File: src/pkg/pll_ctrl_pkg.sv
// Register map, field layout and state types of the PLL multiplier control
package pll_ctrl_pkg;
  // Register indexes; byte address is four times the index
  localparam logic [7:0] IDX_CTRL1  = 8'h00;
  localparam logic [7:0] IDX_CTRL3  = 8'h02;
  localparam logic [7:0] IDX_CTRL4  = 8'h03;
  localparam logic [7:0] IDX_STATUS = 8'h1b;
  // First control register fields
  localparam int VCO_CAL_BIT = 24;
  // Third control register fields
  localparam int DIV_LSB     = 8;
  localparam int DIV_MSB     = 15;
  localparam int MANUAL_BIT  = 6;
  localparam int CODE_LSB    = 3;
  localparam int CODE_MSB    = 5;
  localparam int PLL_EN_BIT  = 18;
  // Fourth control register fields
  localparam int DAC_CAL_BIT = 24;
  // Status register fields
  localparam int LOCK_BIT    = 24;
  localparam int BUSY_BIT    = 25;
  localparam int CALDONE_BIT = 26;
  // Reset values and limits
  localparam logic [7:0] DIV_RST  = 8'h0a;
  localparam logic [7:0] DIV_MIN  = 8'h0a;
  localparam logic [2:0] CODE_RST = 3'h3;
  // Calibration sequencer
  typedef enum logic [1:0] {CAL_IDLE, CAL_RUN, CAL_HOLD} cal_state_type;
endpackage

File: src/design/pll_clock_multiplier_control.sv
// APB controlled PLL multiplier control: divider, pump current, calibration, lock
//
// Behaviour
// RULE1: Multiplication factors are even only, from 20 to 510 times reference.
// RULE2: Divider count is 8 bits at bits 15:8 of index 0x02, legal 10..255.
// RULE3: Software must never program a divider count below ten.
// RULE4: Overall multiplication always equals twice the divider count.
// RULE5: Pump current comes from VCO calibration unless manual bit 6 is set.
// RULE6: Manual code bits 5:3 select 125..1000 uA in 125 uA steps, default 011.
// RULE7: Software sets VCO calibration bit 24 of index 0x00 once reference is stable.
// RULE8: A new VCO calibration starts only after the bit was cleared first.
// RULE9: VCO calibration completes before DAC clock calibration is triggered; code only blocks a DAC start while a VCO calibration runs with PLL enabled.
// RULE10: Lock bit 24 of index 0x1b is high once the PLL has locked.
// RULE11: Software picks the divider so the system clock is 2.4 to 2.5 GHz.
// RULE12: A manual current should rise with the divider count.
// RULE13: PLL enable picks PLL output, else the reference passes straight through.
// RULE14: Software sets then clears DAC calibration bit 24 of index 0x03.
// RULE15: Lock reads low while bypassed or while a VCO calibration runs.
`timescale 1ns/1ns
module pll_clock_multiplier_control
  import pll_ctrl_pkg::*;
#(
  parameter int DIV_W = 8
) (
  input  wire logic        ref_clk,
  input  wire logic        rst,
  input  wire logic        psel,
  input  wire logic        penable,
  input  wire logic        pwrite,
  input  wire logic [31:0] paddr,
  input  wire logic [31:0] pwdata,
  output logic             pready,
  output logic             pslverr,
  output logic [31:0]      prdata,
  input  wire logic        pllLocked,
  input  wire logic        vcoCalDone,
  input  wire logic [2:0]  autoPumpCode,
  output logic [7:0]       feedbackDivider,
  output logic [8:0]       multFactor,
  output logic [2:0]       pumpCurrentCode,
  output logic             pllEnable,
  output logic             vcoCalStart,
  output logic             dacCalStart
);

  // The divider field is fixed at eight bits
  if (DIV_W != 8) begin : g_chk
    $error("DIV_W must be 8");
  end

  logic [DIV_W-1:0] divider_ff, nxt_divider;
  logic             manual_ff, nxt_manual;
  logic [2:0]       code_ff, nxt_code;
  logic [2:0]       auto_ff, nxt_auto;
  logic             pllEn_ff, nxt_pllEn;
  logic             vcoBit_ff, nxt_vcoBit;
  logic             dacBit_ff, nxt_dacBit;
  logic             calDone_ff, nxt_calDone;
  logic             vcoStart_ff, nxt_vcoStart;
  logic             dacStart_ff, nxt_dacStart;
  logic [31:0]      rdata_ff, nxt_rdata;
  cal_state_type    cal_ff, nxt_cal;
  logic [7:0]       idx;
  logic             hit;
  logic             wrEn;
  logic             lockView;

  // Decode; only word-aligned addresses of the four defined indexes are mapped
  always_comb begin
    idx = paddr[9:2];
    hit = 1'b0;
    if (paddr[31:10] != 22'h0 || paddr[1:0] != 2'h0) begin
      hit = 1'b0;
    end else if (idx == IDX_CTRL1) begin
      hit = 1'b1;
    end else if (idx == IDX_CTRL3) begin
      hit = 1'b1;
    end else if (idx == IDX_CTRL4) begin
      hit = 1'b1;
    end else if (idx == IDX_STATUS) begin
      hit = 1'b1;
    end
  end

  // Zero wait states; read data is captured in the setup cycle
  assign pready  = 1'b1;
  assign pslverr = psel & penable & ~hit;
  assign wrEn    = psel & penable & pwrite & hit;

  // Lock is hidden while bypassed or while the VCO is being tuned
  assign lockView = pllEn_ff & pllLocked & (cal_ff != CAL_RUN); // RULE10 RULE15

  // Register writes
  always_comb begin
    nxt_divider = divider_ff;
    nxt_manual  = manual_ff;
    nxt_code    = code_ff;
    nxt_pllEn   = pllEn_ff;
    nxt_vcoBit  = vcoBit_ff;
    nxt_dacBit  = dacBit_ff;
    if (wrEn && idx == IDX_CTRL1) begin
      nxt_vcoBit = pwdata[VCO_CAL_BIT]; // RULE7
    end else if (wrEn && idx == IDX_CTRL3) begin
      // Counts below the minimum would overrun the VCO; they are dropped
      if (pwdata[DIV_MSB:DIV_LSB] >= DIV_MIN) begin // RULE2 RULE3
        nxt_divider = pwdata[DIV_MSB:DIV_LSB];
      end
      nxt_manual = pwdata[MANUAL_BIT]; // RULE5
      nxt_code   = pwdata[CODE_MSB:CODE_LSB]; // RULE6
      nxt_pllEn  = pwdata[PLL_EN_BIT]; // RULE13
    end else if (wrEn && idx == IDX_CTRL4) begin
      nxt_dacBit = pwdata[DAC_CAL_BIT]; // RULE14
    end
  end

  always_ff @(posedge ref_clk) begin
    if (rst) begin
      divider_ff <= DIV_RST;
      manual_ff  <= 1'b0;
      code_ff    <= CODE_RST; // RULE6
      pllEn_ff   <= 1'b0;
      vcoBit_ff  <= 1'b0;
      dacBit_ff  <= 1'b0;
    end else begin
      divider_ff <= nxt_divider;
      manual_ff  <= nxt_manual;
      code_ff    <= nxt_code;
      pllEn_ff   <= nxt_pllEn;
      vcoBit_ff  <= nxt_vcoBit;
      dacBit_ff  <= nxt_dacBit;
    end
  end

  // VCO calibration sequencer; a held bit never retriggers
  always_comb begin
    nxt_cal      = cal_ff;
    nxt_auto     = auto_ff;
    nxt_calDone  = calDone_ff;
    nxt_vcoStart = 1'b0;
    nxt_dacStart = 1'b0;
    case (cal_ff)
      CAL_IDLE: begin
        if (vcoBit_ff && pllEn_ff) begin // RULE8
          nxt_cal      = CAL_RUN;
          nxt_vcoStart = 1'b1;
          nxt_calDone  = 1'b0;
        end
      end
      CAL_RUN: begin
        if (vcoCalDone) begin
          nxt_auto    = autoPumpCode; // RULE5
          nxt_calDone = 1'b1;
          nxt_cal     = CAL_HOLD;
        end
      end
      default: begin
        if (!vcoBit_ff) begin // RULE8
          nxt_cal = CAL_IDLE;
        end
      end
    endcase
    // A DAC calibration request raised while the VCO is still being tuned with the PLL enabled is dropped, not held
    if (nxt_dacBit && !dacBit_ff && !(pllEn_ff && cal_ff == CAL_RUN)) begin // RULE9
      nxt_dacStart = 1'b1;
    end
  end

  always_ff @(posedge ref_clk) begin
    if (rst) begin
      cal_ff      <= CAL_IDLE;
      auto_ff     <= CODE_RST;
      calDone_ff  <= 1'b0;
      vcoStart_ff <= 1'b0;
      dacStart_ff <= 1'b0;
    end else begin
      cal_ff      <= nxt_cal;
      auto_ff     <= nxt_auto;
      calDone_ff  <= nxt_calDone;
      vcoStart_ff <= nxt_vcoStart;
      dacStart_ff <= nxt_dacStart;
    end
  end

  // Read data
  always_comb begin
    nxt_rdata = rdata_ff;
    if (psel && !penable && !pwrite) begin
      nxt_rdata = 32'h0;
      if (idx == IDX_CTRL1) begin
        nxt_rdata[VCO_CAL_BIT] = vcoBit_ff;
      end else if (idx == IDX_CTRL3) begin
        nxt_rdata[DIV_MSB:DIV_LSB]   = divider_ff;
        nxt_rdata[MANUAL_BIT]        = manual_ff;
        nxt_rdata[CODE_MSB:CODE_LSB] = code_ff;
        nxt_rdata[PLL_EN_BIT]        = pllEn_ff;
      end else if (idx == IDX_CTRL4) begin
        nxt_rdata[DAC_CAL_BIT] = dacBit_ff;
      end else if (idx == IDX_STATUS) begin
        nxt_rdata[LOCK_BIT]    = lockView; // RULE10
        nxt_rdata[BUSY_BIT]    = (cal_ff == CAL_RUN);
        nxt_rdata[CALDONE_BIT] = calDone_ff;
      end
    end
  end

  always_ff @(posedge ref_clk) begin
    if (rst) begin
      rdata_ff <= 32'h0;
    end else begin
      rdata_ff <= nxt_rdata;
    end
  end

  // Read data and analog-facing outputs
  assign prdata          = rdata_ff;
  assign feedbackDivider = divider_ff;
  assign multFactor      = {1'b0, divider_ff} << 1; // RULE1 RULE4
  assign pumpCurrentCode = manual_ff ? code_ff : auto_ff; // RULE5 RULE6
  assign pllEnable       = pllEn_ff; // RULE13
  assign vcoCalStart     = vcoStart_ff;
  assign dacCalStart     = dacStart_ff;

  property p_even_mult;
    @(posedge ref_clk) disable iff (rst)
      multFactor[0] == 1'b0 && multFactor >= 9'd20 && multFactor <= 9'd510;
  endproperty
  a_even_mult: assert property (p_even_mult) else $error("mult factor out of range"); // RULE1

  property p_two_n;
    @(posedge ref_clk) disable iff (rst) multFactor == {feedbackDivider, 1'b0};
  endproperty
  a_two_n: assert property (p_two_n) else $error("mult is not twice divider"); // RULE4

  property p_low_div_dropped;
    @(posedge ref_clk) disable iff (rst)
      wrEn && idx == IDX_CTRL3 && pwdata[DIV_MSB:DIV_LSB] < DIV_MIN
      |=> $stable(feedbackDivider);
  endproperty
  a_low_div_dropped: assert property (p_low_div_dropped) else $error("low divider taken"); // RULE2

  property p_pump_sel;
    @(posedge ref_clk) disable iff (rst)
      wrEn && idx == IDX_CTRL3 && pwdata[MANUAL_BIT]
      |=> pumpCurrentCode == $past(pwdata[CODE_MSB:CODE_LSB]);
  endproperty
  a_pump_sel: assert property (p_pump_sel) else $error("manual code not used"); // RULE5

  // Remembers a start until the bit is seen low; software may drop the bit at any time
  logic heldSinceStart_ff;
  logic nxt_heldSinceStart;

  always_comb begin
    nxt_heldSinceStart = vcoCalStart | (heldSinceStart_ff & vcoBit_ff);
  end

  always_ff @(posedge ref_clk) begin
    if (rst) begin
      heldSinceStart_ff <= 1'b0;
    end else begin
      heldSinceStart_ff <= nxt_heldSinceStart;
    end
  end

  property p_no_retrigger;
    @(posedge ref_clk) disable iff (rst)
      heldSinceStart_ff |-> !vcoCalStart;
  endproperty
  a_no_retrigger: assert property (p_no_retrigger) else $error("cal retriggered"); // RULE8

  property p_lock_view;
    @(posedge ref_clk) disable iff (rst)
      psel && !penable && !pwrite && idx == IDX_STATUS
      |=> prdata[LOCK_BIT] == $past(pllEn_ff & pllLocked & (cal_ff != CAL_RUN));
  endproperty
  a_lock_view: assert property (p_lock_view) else $error("lock bit wrong"); // RULE10

  property p_lock_low_cal;
    @(posedge ref_clk) disable iff (rst)
      vcoCalStart |-> !lockView;
  endproperty
  a_lock_low_cal: assert property (p_lock_low_cal) else $error("lock high in cal"); // RULE15

  property p_dac_after_vco;
    @(posedge ref_clk) disable iff (rst)
      dacCalStart |-> !($past(cal_ff) == CAL_RUN && $past(pllEn_ff));
  endproperty
  a_dac_after_vco: assert property (p_dac_after_vco) else $error("dac cal during vco"); // RULE9

  property p_bypass;
    @(posedge ref_clk) disable iff (rst)
      wrEn && idx == IDX_CTRL3 |=> pllEnable == $past(pwdata[PLL_EN_BIT]);
  endproperty
  a_bypass: assert property (p_bypass) else $error("pll enable not taken"); // RULE13

endmodule // pll_clock_multiplier_control

File: config.mk
export PLATFORM = sky130hd
export DESIGN_NAME = pll_clock_multiplier_control
export DESIGN_NICKNAME = d
export VERILOG_FILES = /design/src/pkg/pll_ctrl_pkg.sv /design/src/design/pll_clock_multiplier_control.sv
export SDC_FILE = /design/constraint.sdc
export NUM_CORES = 1
export LEC_CHECK = 0
export BUFFER_PORTS_ARGS = -buffer_cell sky130_fd_sc_hd__clkbuf_2
export CAP_MARGIN = 5
export CELL_PAD_IN_SITES_DETAIL_PLACEMENT = 1
export CELL_PAD_IN_SITES_GLOBAL_PLACEMENT = 2
export CORE_MARGIN = 10
export CORE_UTILIZATION = 22
export CTS_CLUSTER_SIZE = 25
export DETAILED_ROUTE_END_ITERATION = 10
export GPL_ROUTABILITY_DRIVEN = 0
export PLACE_DENSITY_LB_ADDON = 0.1
export SLEW_MARGIN = 20
export SYNTH_ARGS = -nofsm -noshare
export SYNTH_HDL_FRONTEND = slang
export SYNTH_SLANG_ARGS = --single-unit
File: constraint.sdc
create_clock -name ref_clk -period 2.8 [get_ports ref_clk]
set_input_delay 0.14 -clock ref_clk [delete_from_list [all_inputs] [get_ports ref_clk]]
set_output_delay 0.14 -clock ref_clk [all_outputs]
set_load 0.03 [all_outputs]
After elaboration in Yosys (flattened, before gate mapping)
Cells that the tools add are included.
{"block": "op_classes", "n_mux": 30, "n_reduce_logical": 25, "magnitude_cmp": 1, "n_eq_ne": 8, "bitwise": 9}
{"operator": "nonzero test 22 bit", "n": 1}
{"operator": "== test 8 x 2 -> 1 bit (second input constant)", "n": 2}
{"operator": "2-to-1 mux 1 bit", "n": 16}
{"operator": "2-to-1 mux 8 bit", "n": 2}
{"operator": "2-to-1 mux 2 bit", "n": 5}
{"operator": "logical AND 1 bit", "n": 9}
{"operator": "2-to-1 mux 3 bit", "n": 3}
{"operator": "AND reduction 3 bit", "n": 3}
{"operator": "== test 8 x 5 -> 1 bit (second input constant)", "n": 1}
{"operator": "greater-or-equal comparator 8 x 4 -> 1 bit (second input constant)", "n": 1}
{"operator": "logical NOT 8 bit", "n": 1}
{"operator": "2-to-1 mux 4 bit", "n": 2}
{"operator": "AND 1 bit", "n": 6}
{"operator": "logical NOT 1 bit", "n": 4}
{"operator": "!= test 2 bit (second input constant)", "n": 2}
{"operator": "one-hot mux 2 bit (2 select lines)", "n": 1}
{"operator": "AND reduction 2 bit", "n": 2}
{"operator": "nonzero test 2 bit", "n": 2}
{"operator": "!= test 3 x 1 -> 1 bit (second input constant)", "n": 1}
{"operator": "inverter 1 bit", "n": 3}
{"operator": "== test 2 x 1 -> 1 bit (second input constant)", "n": 1}
{"operator": "logical NOT 2 bit", "n": 1}
{"operator": "!= test 2 x 1 -> 1 bit (second input constant)", "n": 1}
{"operator": "one-hot mux 1 bit (2 select lines)", "n": 1}
{"operator": "2 further kinds", "n": 2}
{"block": "word_totals", "out_inout_bits": 57, "ff_bits": 39, "wordCells": 85, "input_bits": 74}

Longest topological paths before layout
Gate-level depths: netlist of run 1.
{"block": "logic_depth", "ltp_word": 14, "mapped_depth": 6, "depth_no_buf": 4}

Worst setup path before layout of run 1
Ideal clock, no wire load.
{"block": "synth_path", "path_kind": "input to register", "from": "in paddr[4]", "to": "reg divider_ff[0], in the netlist feedbackDivider[0]", "setup_ns": 0.072, "arrival_time_ns": 1.997, "path_slack_ns": 0.731, "path_buffers": 0, "required_time_ns": 2.728, "path_stages": 4, "cell_sequence": "or4_4 -> or4_4 -> a2111oi_4 -> mux2i_1"}
{"block": "synth_via", "elab_chain_len": 10, "elab_cells_between_ends": 14, "cone_classes": "3 x eq/ne; 5 x mux; 2 x bitwise; 4 x reduce/logical"}
{"element": "start: declaration", "line": "pll_clock_multiplier_control.sv:30", "rtl": "input wire logic [31:0] paddr,"}
{"element": "== test 8 x 5 -> 1 bit", "line": "pll_clock_multiplier_control.sv:80", "rtl": "end else if (idx == IDX_STATUS) begin"}
{"element": "2-to-1 mux 1 bit", "line": "pll_clock_multiplier_control.sv:80"}
{"element": "2-to-1 mux 1 bit", "line": "pll_clock_multiplier_control.sv:78", "rtl": "end else if (idx == IDX_CTRL4) begin"}
{"element": "2-to-1 mux 1 bit", "line": "pll_clock_multiplier_control.sv:76", "rtl": "end else if (idx == IDX_CTRL3) begin"}
{"element": "2-to-1 mux 1 bit", "line": "pll_clock_multiplier_control.sv:74", "rtl": "end else if (idx == IDX_CTRL1) begin"}
{"element": "2-to-1 mux 1 bit", "line": "pll_clock_multiplier_control.sv:72", "rtl": "if (paddr[31:10] != 22'h0 || paddr[1:0] != 2'h0) begin"}
{"element": "AND 1 bit", "line": "pll_clock_multiplier_control.sv:88", "rtl": "assign wrEn = psel & penable & pwrite & hit;"}
{"element": "logical AND 1 bit", "line": "pll_clock_multiplier_control.sv:101", "rtl": "if (wrEn && idx == IDX_CTRL1) begin"}
{"element": "inverter 1 bit (no source line)"}
{"element": "AND reduction 3 bit (no source line) (*)"}
{"element": "end signal: assignment", "line": "pll_clock_multiplier_control.sv:125", "rtl": "divider_ff <= nxt_divider;"}
{"element": "end: declaration", "line": "pll_clock_multiplier_control.sv:51", "rtl": "logic [DIV_W-1:0] divider_ff, nxt_divider;"}
Every way passes the cells marked *; elsewhere a longest branch is shown, timed or not.
A chain may end at the register's enable or synchronous reset.

Final worst setup path of run 1
{"block": "layout_path", "from": "in paddr[4]", "to": "reg divider_ff[4], in the netlist feedbackDivider[4]"}
Same word-level chain as after synthesis.

==> run metrics, run 1 <==
Die H 115 um; Core Region 8760 um2; most common cell in the netlist dfxtp_1; DP Worst Slack 642 ps; Post-synth EDFFs 0; Post-DP HPWL 5400 um; GR Overflow Total 0; WL per Instance 16.1 um; Min Hold Slack 83.5 ps; Synth area leaders dfxtp_1 39%, buf_4 9.8%, mux2i_1 7.0%; Least-Margin Pin Slew 1000 ps; cts bufs inserted 5; Initial Utilization 22.7%; Mean Syn Cell Area 8.41 um2; Pleak 1.05 nW; CTS tree done; Layout area overhead 27.2%; fill cell total of the finished layout 1,084; sequential power share 52.3%; initial antenna violation count 0; NetSw 0.288 mW; Post-Synth XOR/XNOR Area 0%; Synth Register Bits 39; Gate power share 12.0%; Final setup viols 0; Critical Path Start Type input pin; worst-case vdd ir drop 0.143 mV; number of global-route vias before repair 2,145; DR vias/cell 4.43; chip width 115 um; routed vias 1,906; synthesized cell area 1990 um2; outcome completed; final period utilization 66.0%; post-synthesis cell count 237; multiplexer area fraction after synthesis 9.29%; Layout Skew 7.80 ps; Synth Area in Adders 0%; Synth Area in Compound Gates 9.92%; Post-Synth Simple-Gate Area 29.4%; final core utilization 28.9%; Synth async-reset ratio 0%; Req. time, crit path 3020 ps; Slew Limit Fails 0; ant diodes 0; Worst-path clk slew 80 ps; Worst Path Max Fanout 8; Clk pwr share 35.7%; min-delay worst type input pin to flip-flop; clock sink count 39; largest net degree at the start of global routing 54; full die area 13,300 um2; Worst slew margin 33.3%; first-pass GRT wire length 11,200 um; Crit Path Category input pin to flip-flop; Setup Buffers After CTS 0; drc violations 0; Nets 395; Post-synth top cells 39 x dfxtp_1, 26 x buf_4, 25 x nand2_1; max-cap violations 0; sw frac 27.1%; setup slack after layout 952 ps; post-synthesis sequential area ratio 39.2%; final antenna-violating net count 0; share of the synthesized area in the top cell type 39.2%; endpoints failing hold 0; Yosys warnings 0; RSZ-0062 raised after global routing false; Distinct cells, synth 29; I/O pins 131; Synth Flop Type dfxtp_1; H-tree depth 2; drt pass-1 iters 4; row cnt 34; Int Power 0.773 mW; share of cells above drive strength 1 35.4%; leading area contributor after synthesis dfxtp_1; GRT Total Usage 10.4%; Resized Gates After CTS 0; max frequency 0.541 GHz; largest family of logic cells by synthesized area simple AND/OR/NAND/NOR gates; latest clock arrival within the worst-skew pair 290 ps; Routed Wire Length 6930 um; hold_buf cts 0; TNS Setup 0 ps; pwr dens 418 nW/um2; fin crit period 1850 ps; crit path DAT 2070 ps; clock buffer depth 2; Root Driver clkbuf_8; DRT iter0 DRCs 59; crit end category flip-flop; port bufs 94
stage by stage:
stage | power, mW | area (um2) | instances
2_1_floorplan | 0.658 | 2050 | 253
3_3_place_gp | 0.695 | 2450 | 422
3_5_place_dp | 0.696 | 2450 | 422
4_1_cts | 1.09 | 2540 | 430
5_1_grt | 1.12 | 2540 | 430
6_report | 1.06 | 2540 | 430
worst max-delay path, cell delays in order:
cell       delay [ps]
clkbuf_2          110
or4_4             570
or4_4             530
a2111oi_4         280
buf_4             240
mux2i_1           190
registers in the layout (all words and copies together), names as in the netlist:
name and count:
prdata 16, feedbackDivider 8, auto_ff 3, code_ff 3
cal_ff 2, calDone_ff 1, dacBit_ff 1, dacCalStart 1
manual_ff 1, pllEnable 1, vcoBit_ff 1, vcoCalStart 1
placed cells by master (no fill, tap or decap):
cell type / n
and3_1: 4
or4_4: 2
clkbuf_1: 2
clkbuf_8: 5
nor2_1: 14
clkbuf_2: 94
nand4_1: 2
nand4bb_1: 1
dfxtp_1: 39
nor3_2: 1
nor3b_1: 1
buf_4: 3
a31oi_1: 1
nand2b_1: 20
nand3_1: 18
mux2i_1: 14
inv_1: 1
clkinv_2: 1
a21oi_1: 20
nor2b_1: 4
a2111oi_4: 1
nor4_2: 1
a211o_1: 2
and2_1: 1
o2bb2ai_1: 2
o21ai_0: 4
a221oi_1: 1
mux2_2: 4
nand2_1: 25
nor4_1: 12
nor3_1: 2
or2_2: 2
conb_1: 18
cell type report:
| cell class | instances | area (um2) | share of cell area (%) |
|---|---|---|---|
| clock inverter | 1 | 5.00 | 0.197 |
| sequential | 39 | 781 | 30.8 |
| clock buffer | 7 | 76.3 | 3.01 |
| inverter | 1 | 3.75 | 0.148 |
| timing repair buffer | 97 | 493 | 19.4 |
| multi-input combinational | 177 | 1040 | 41.1 |
| tap | 108 | 135 | 5.33 |
kinds of logic after synthesis:
family                 Yosys count
AO/OA/AOI/OAI                   31
AND/OR/NAND/NOR                110
flip-flops                      39
other                            2
multiplexers                    18
buffers and inverters           37
metal layers:
metal,vias to the layer above,GRT usage [%],routed length [um]
li1,947,-,-
met5,-,0,0
met3,4,3.80,547
met1,898,12.6,3040
met4,0,2.56,58
met2,57,17.0,3280
power groups by stage:
stage	sequential, mW	combinational [mW]	clock, mW
finish	0.555	0.127	0.379
global placement	0.568	0.127	0
CTS	0.555	0.129	0.402
detailed placement	0.568	0.128	0
floorplan	0.570	0.0879	0
global route	0.555	0.141	0.421
worst paths after layout:
| path | startpoint | endpoint | slack [ps] | cells after the start |
|---|---|---|---|---|
| max | paddr[4] | feedbackDivider[4] | 950 | 6 |
| max reg2reg | cal_ff[0] | prdata[24] | 1280 | 4 |
| min reg2reg | prdata[11] | prdata[11] | 450 | 2 |
| min | autoPumpCode[2] | auto_ff[2] | 80 | 3 |
Power figures use the tool's default switching activity.
==> run 2: changes to the inputs <==
--- a/config.mk
+++ b/config.mk
@@ -10,7 +10,7 @@
 export CELL_PAD_IN_SITES_DETAIL_PLACEMENT = 1
 export CELL_PAD_IN_SITES_GLOBAL_PLACEMENT = 2
 export CORE_MARGIN = 10
-export CORE_UTILIZATION = 22
+export CORE_UTILIZATION = 19
 export CTS_CLUSTER_SIZE = 25
 export DETAILED_ROUTE_END_ITERATION = 10
 export GPL_ROUTABILITY_DRIVEN = 0
==> constraint.sdc (replaced) <==
create_clock -name ref_clk -period 1.5 [get_ports ref_clk]
set_input_delay 0.075 -clock ref_clk [delete_from_list [all_inputs] [get_ports ref_clk]]
set_output_delay 0.075 -clock ref_clk [all_outputs]
set_load 0.03 [all_outputs]
==> run 2 against run 1 <==
  * The run now ends with negative setup slack left
  * Register-to-register slack lost 1100 ps
  * Sequential cell count unchanged
  * Sequential power rose by 87%
  * Sequential share of layout area down 2.6 points
  * Clock skew is 1.3 ps higher
  * Critical path type unchanged
==> run metrics, run 2 (same netlist as run 1, synthesis figures left out) <==
Gate power share 13.0% (+1.0 points); outcome complete, but fails checks; Slew Limit Fails 0 (unchanged); Post-DP HPWL 5920 um (+9.6%); max frequency 0.654 GHz; RSZ-0062 raised after global routing true; area of the multi-input gates 1050 um2 (+1.1%); GRT Total Usage 9.68% (-0.72 points); max reg flops 16 (unchanged); Req. time, crit path 1720 ps (-1300 ps); Routed Wire Length 7290 um (+5.2%); min-delay worst type input pin to flip-flop; DRT iter0 DRCs 48 (-19%); TNS Setup -138 ps (-138 ps); WL per Instance 15.2 um (-5.8%); CTS tree done; cts bufs inserted 5 (unchanged); Worst R2R End prdata[24]; fin crit period 1530 ps; Nets 418 (+5.8%); Critical Path Start Type input pin; Setup crit start paddr[4]; reg2reg path depth 5 (+1); crit path DAT 1750 ps (-320 ps); Worst Path Max Fanout 8 (unchanged); total power 2.04 mW (+92%); crit end category flip-flop; worst reg2reg setup slack 150 ps (-1130 ps); clock sink count 39 (unchanged); Clk pwr share 36.2% (+0.5 points); Crit Path Category input pin to flip-flop; Initial Utilization 19.4% (-3.4 points); Layout Skew 9.13 ps (+1.33 ps); most common cell after layout, fill and taps aside clkbuf_2; Core Region 10,300 um2 (+17%); Layout area overhead 39.0%; Seq. cell area 781 um2 (unchanged); Root Driver clkbuf_8; commonest non-fill, non-tap cells in the layout 93 x clkbuf_2, 39 x dfxtp_1, 25 x nand2_1, 25 x buf_4; first-pass GRT wire length 11,600 um (+3.8%); number of global-route vias before repair 2,220 (+3.5%); Final setup viols 7 (+7); Critical path destination feedbackDivider[2]; I/O pins 131 (unchanged); final antenna-violating net count 0 (unchanged); delay of the slowest cell on the worst path 530 ps (-40 ps); largest net degree at the start of global routing 27 (-50%); Pleak 1.17 nW (+11%); drc violations 0 (unchanged); fill cell total of the finished layout 1,274 (+18%); row cnt 37 (+8.8%); hold_buf cts 0 (unchanged); routed vias 1,984 (+4.1%); full die area 15,000 um2 (+13%); setup slack after layout -28.8 ps (-981 ps); GR Overflow Total 0 (unchanged); initial antenna violation count 0 (unchanged); DP Worst Slack -444 ps (-1090 ps); H-tree depth 2 (unchanged); Worst-path clk slew 80 ps (about the same); failing checks negative setup slack; NetSw 0.540 mW (+87%); DR vias/cell 4.13 (-6.8%); critical-path cell list buf_6, or4_4, or4_4, a2111oi_4, buf_6, mux2i_1; Placement Cell Area 2640 um2 (+7.5%); Finished Cell Area 2770 um2 (+9.3%); chip width 122 um (+6.3%); Int Power 1.50 mW (+94%); final period utilization 102%; Crit-path slowest cell or4_4; worst-case vdd ir drop 0.341 mV (+140%); max-cap violations 0 (unchanged); final core utilization 27.0% (-2.0 points); pwr dens 735 nW/um2 (+76%); share of cells above drive strength 1 40.7% (+5.3 points); port bufs 94 (unchanged); endpoints failing hold 0 (unchanged); sw frac 26.5% (-0.67 points); Die H 122 um (+6.3%); post-placement cell count 470 (+11%); latest clock arrival within the worst-skew pair 290 ps (about the same); drt pass-1 iters 4 (unchanged); clock buffer depth 2 (unchanged); Min Hold Slack 37.8 ps (-45.7 ps); R2R Path Start cal_ff[0]; ant diodes 0 (unchanged); sequential power share 50.8% (-1.5 points); fin cells 480 (+12%)
run 2: cell types whose count changed in the layout (fill, tap and decap cells not counted):
| cell | previous run | this run |
|---|---|---|
| nor3b_2 | 0 | 1 |
| clkbuf_1 | 2 | 0 |
| buf_4 | 3 | 25 |
| buf_6 | 0 | 2 |
| nor4_2 | 1 | 2 |
| clkbuf_8 | 5 | 6 |
| nor4_1 | 12 | 11 |
| nor3b_1 | 1 | 0 |
| clkbuf_2 | 94 | 93 |
run 2: power groups by stage:
stage                     logic, mW  clock network, mW  registers [mW]
final                         0.265              0.737            1.04
after CTS                     0.263              0.779            1.04
after global placement        0.259                  0            1.06
after detailed placement      0.260                  0            1.06
after global routing          0.293              0.821            1.04
after floorplan               0.164                  0            1.06
run 2: repair_timing:
item / in CTS / in global routing
setup buffers: 1 / 2
setup endpoints to repair: 13 / 12
pin swaps: 2 / 1
resized for setup: 1 / 3
run 2: worst min-delay path by stage:
stage / slack (ps) / to / start / cells past startpoint
2_1_floorplan: 220 / auto_ff[2] / autoPumpCode[2] / 2
3_3_place_gp: 330 / auto_ff[2] / autoPumpCode[2] / 3
3_5_place_dp: 340 / auto_ff[2] / autoPumpCode[2] / 3
4_1_cts: 20 / code_ff[2] / pwdata[5] / 3
5_1_grt: 40 / feedbackDivider[6] / pwdata[14] / 3
6_report: 40 / feedbackDivider[0] / pwdata[8] / 3
run 2: worst max-delay path, delay by kind of cell:
family	cells	cell delay, ps
simple gates	2	990
buf+inv	2	290
compound gates	1	210
mux	1	180
run 2: final cells by class:
cell class / count / share of cell area, %
Clock buffer: 6 / 2.98
Clock inverter: 1 / 0.181
Inverter: 1 / 0.135
Multi-Input combinational cell: 177 / 38.0
Sequential cell: 39 / 28.2
Tap cell: 136 / 6.14
Timing Repair Buffer: 120 / 24.4
run 2: layer usage:
| metal | GRT usage [%] | part of all wire [%] | vias to the layer above |
|---|---|---|---|
| li1 | - | - | 992 |
| met1 | 11.0 | 42 | 936 |
| met2 | 17.3 | 50 | 52 |
| met3 | 3.40 | 7.3 | 4 |
| met4 | 1.84 | 0.70 | 0 |
| met5 | 0 | 0 | - |
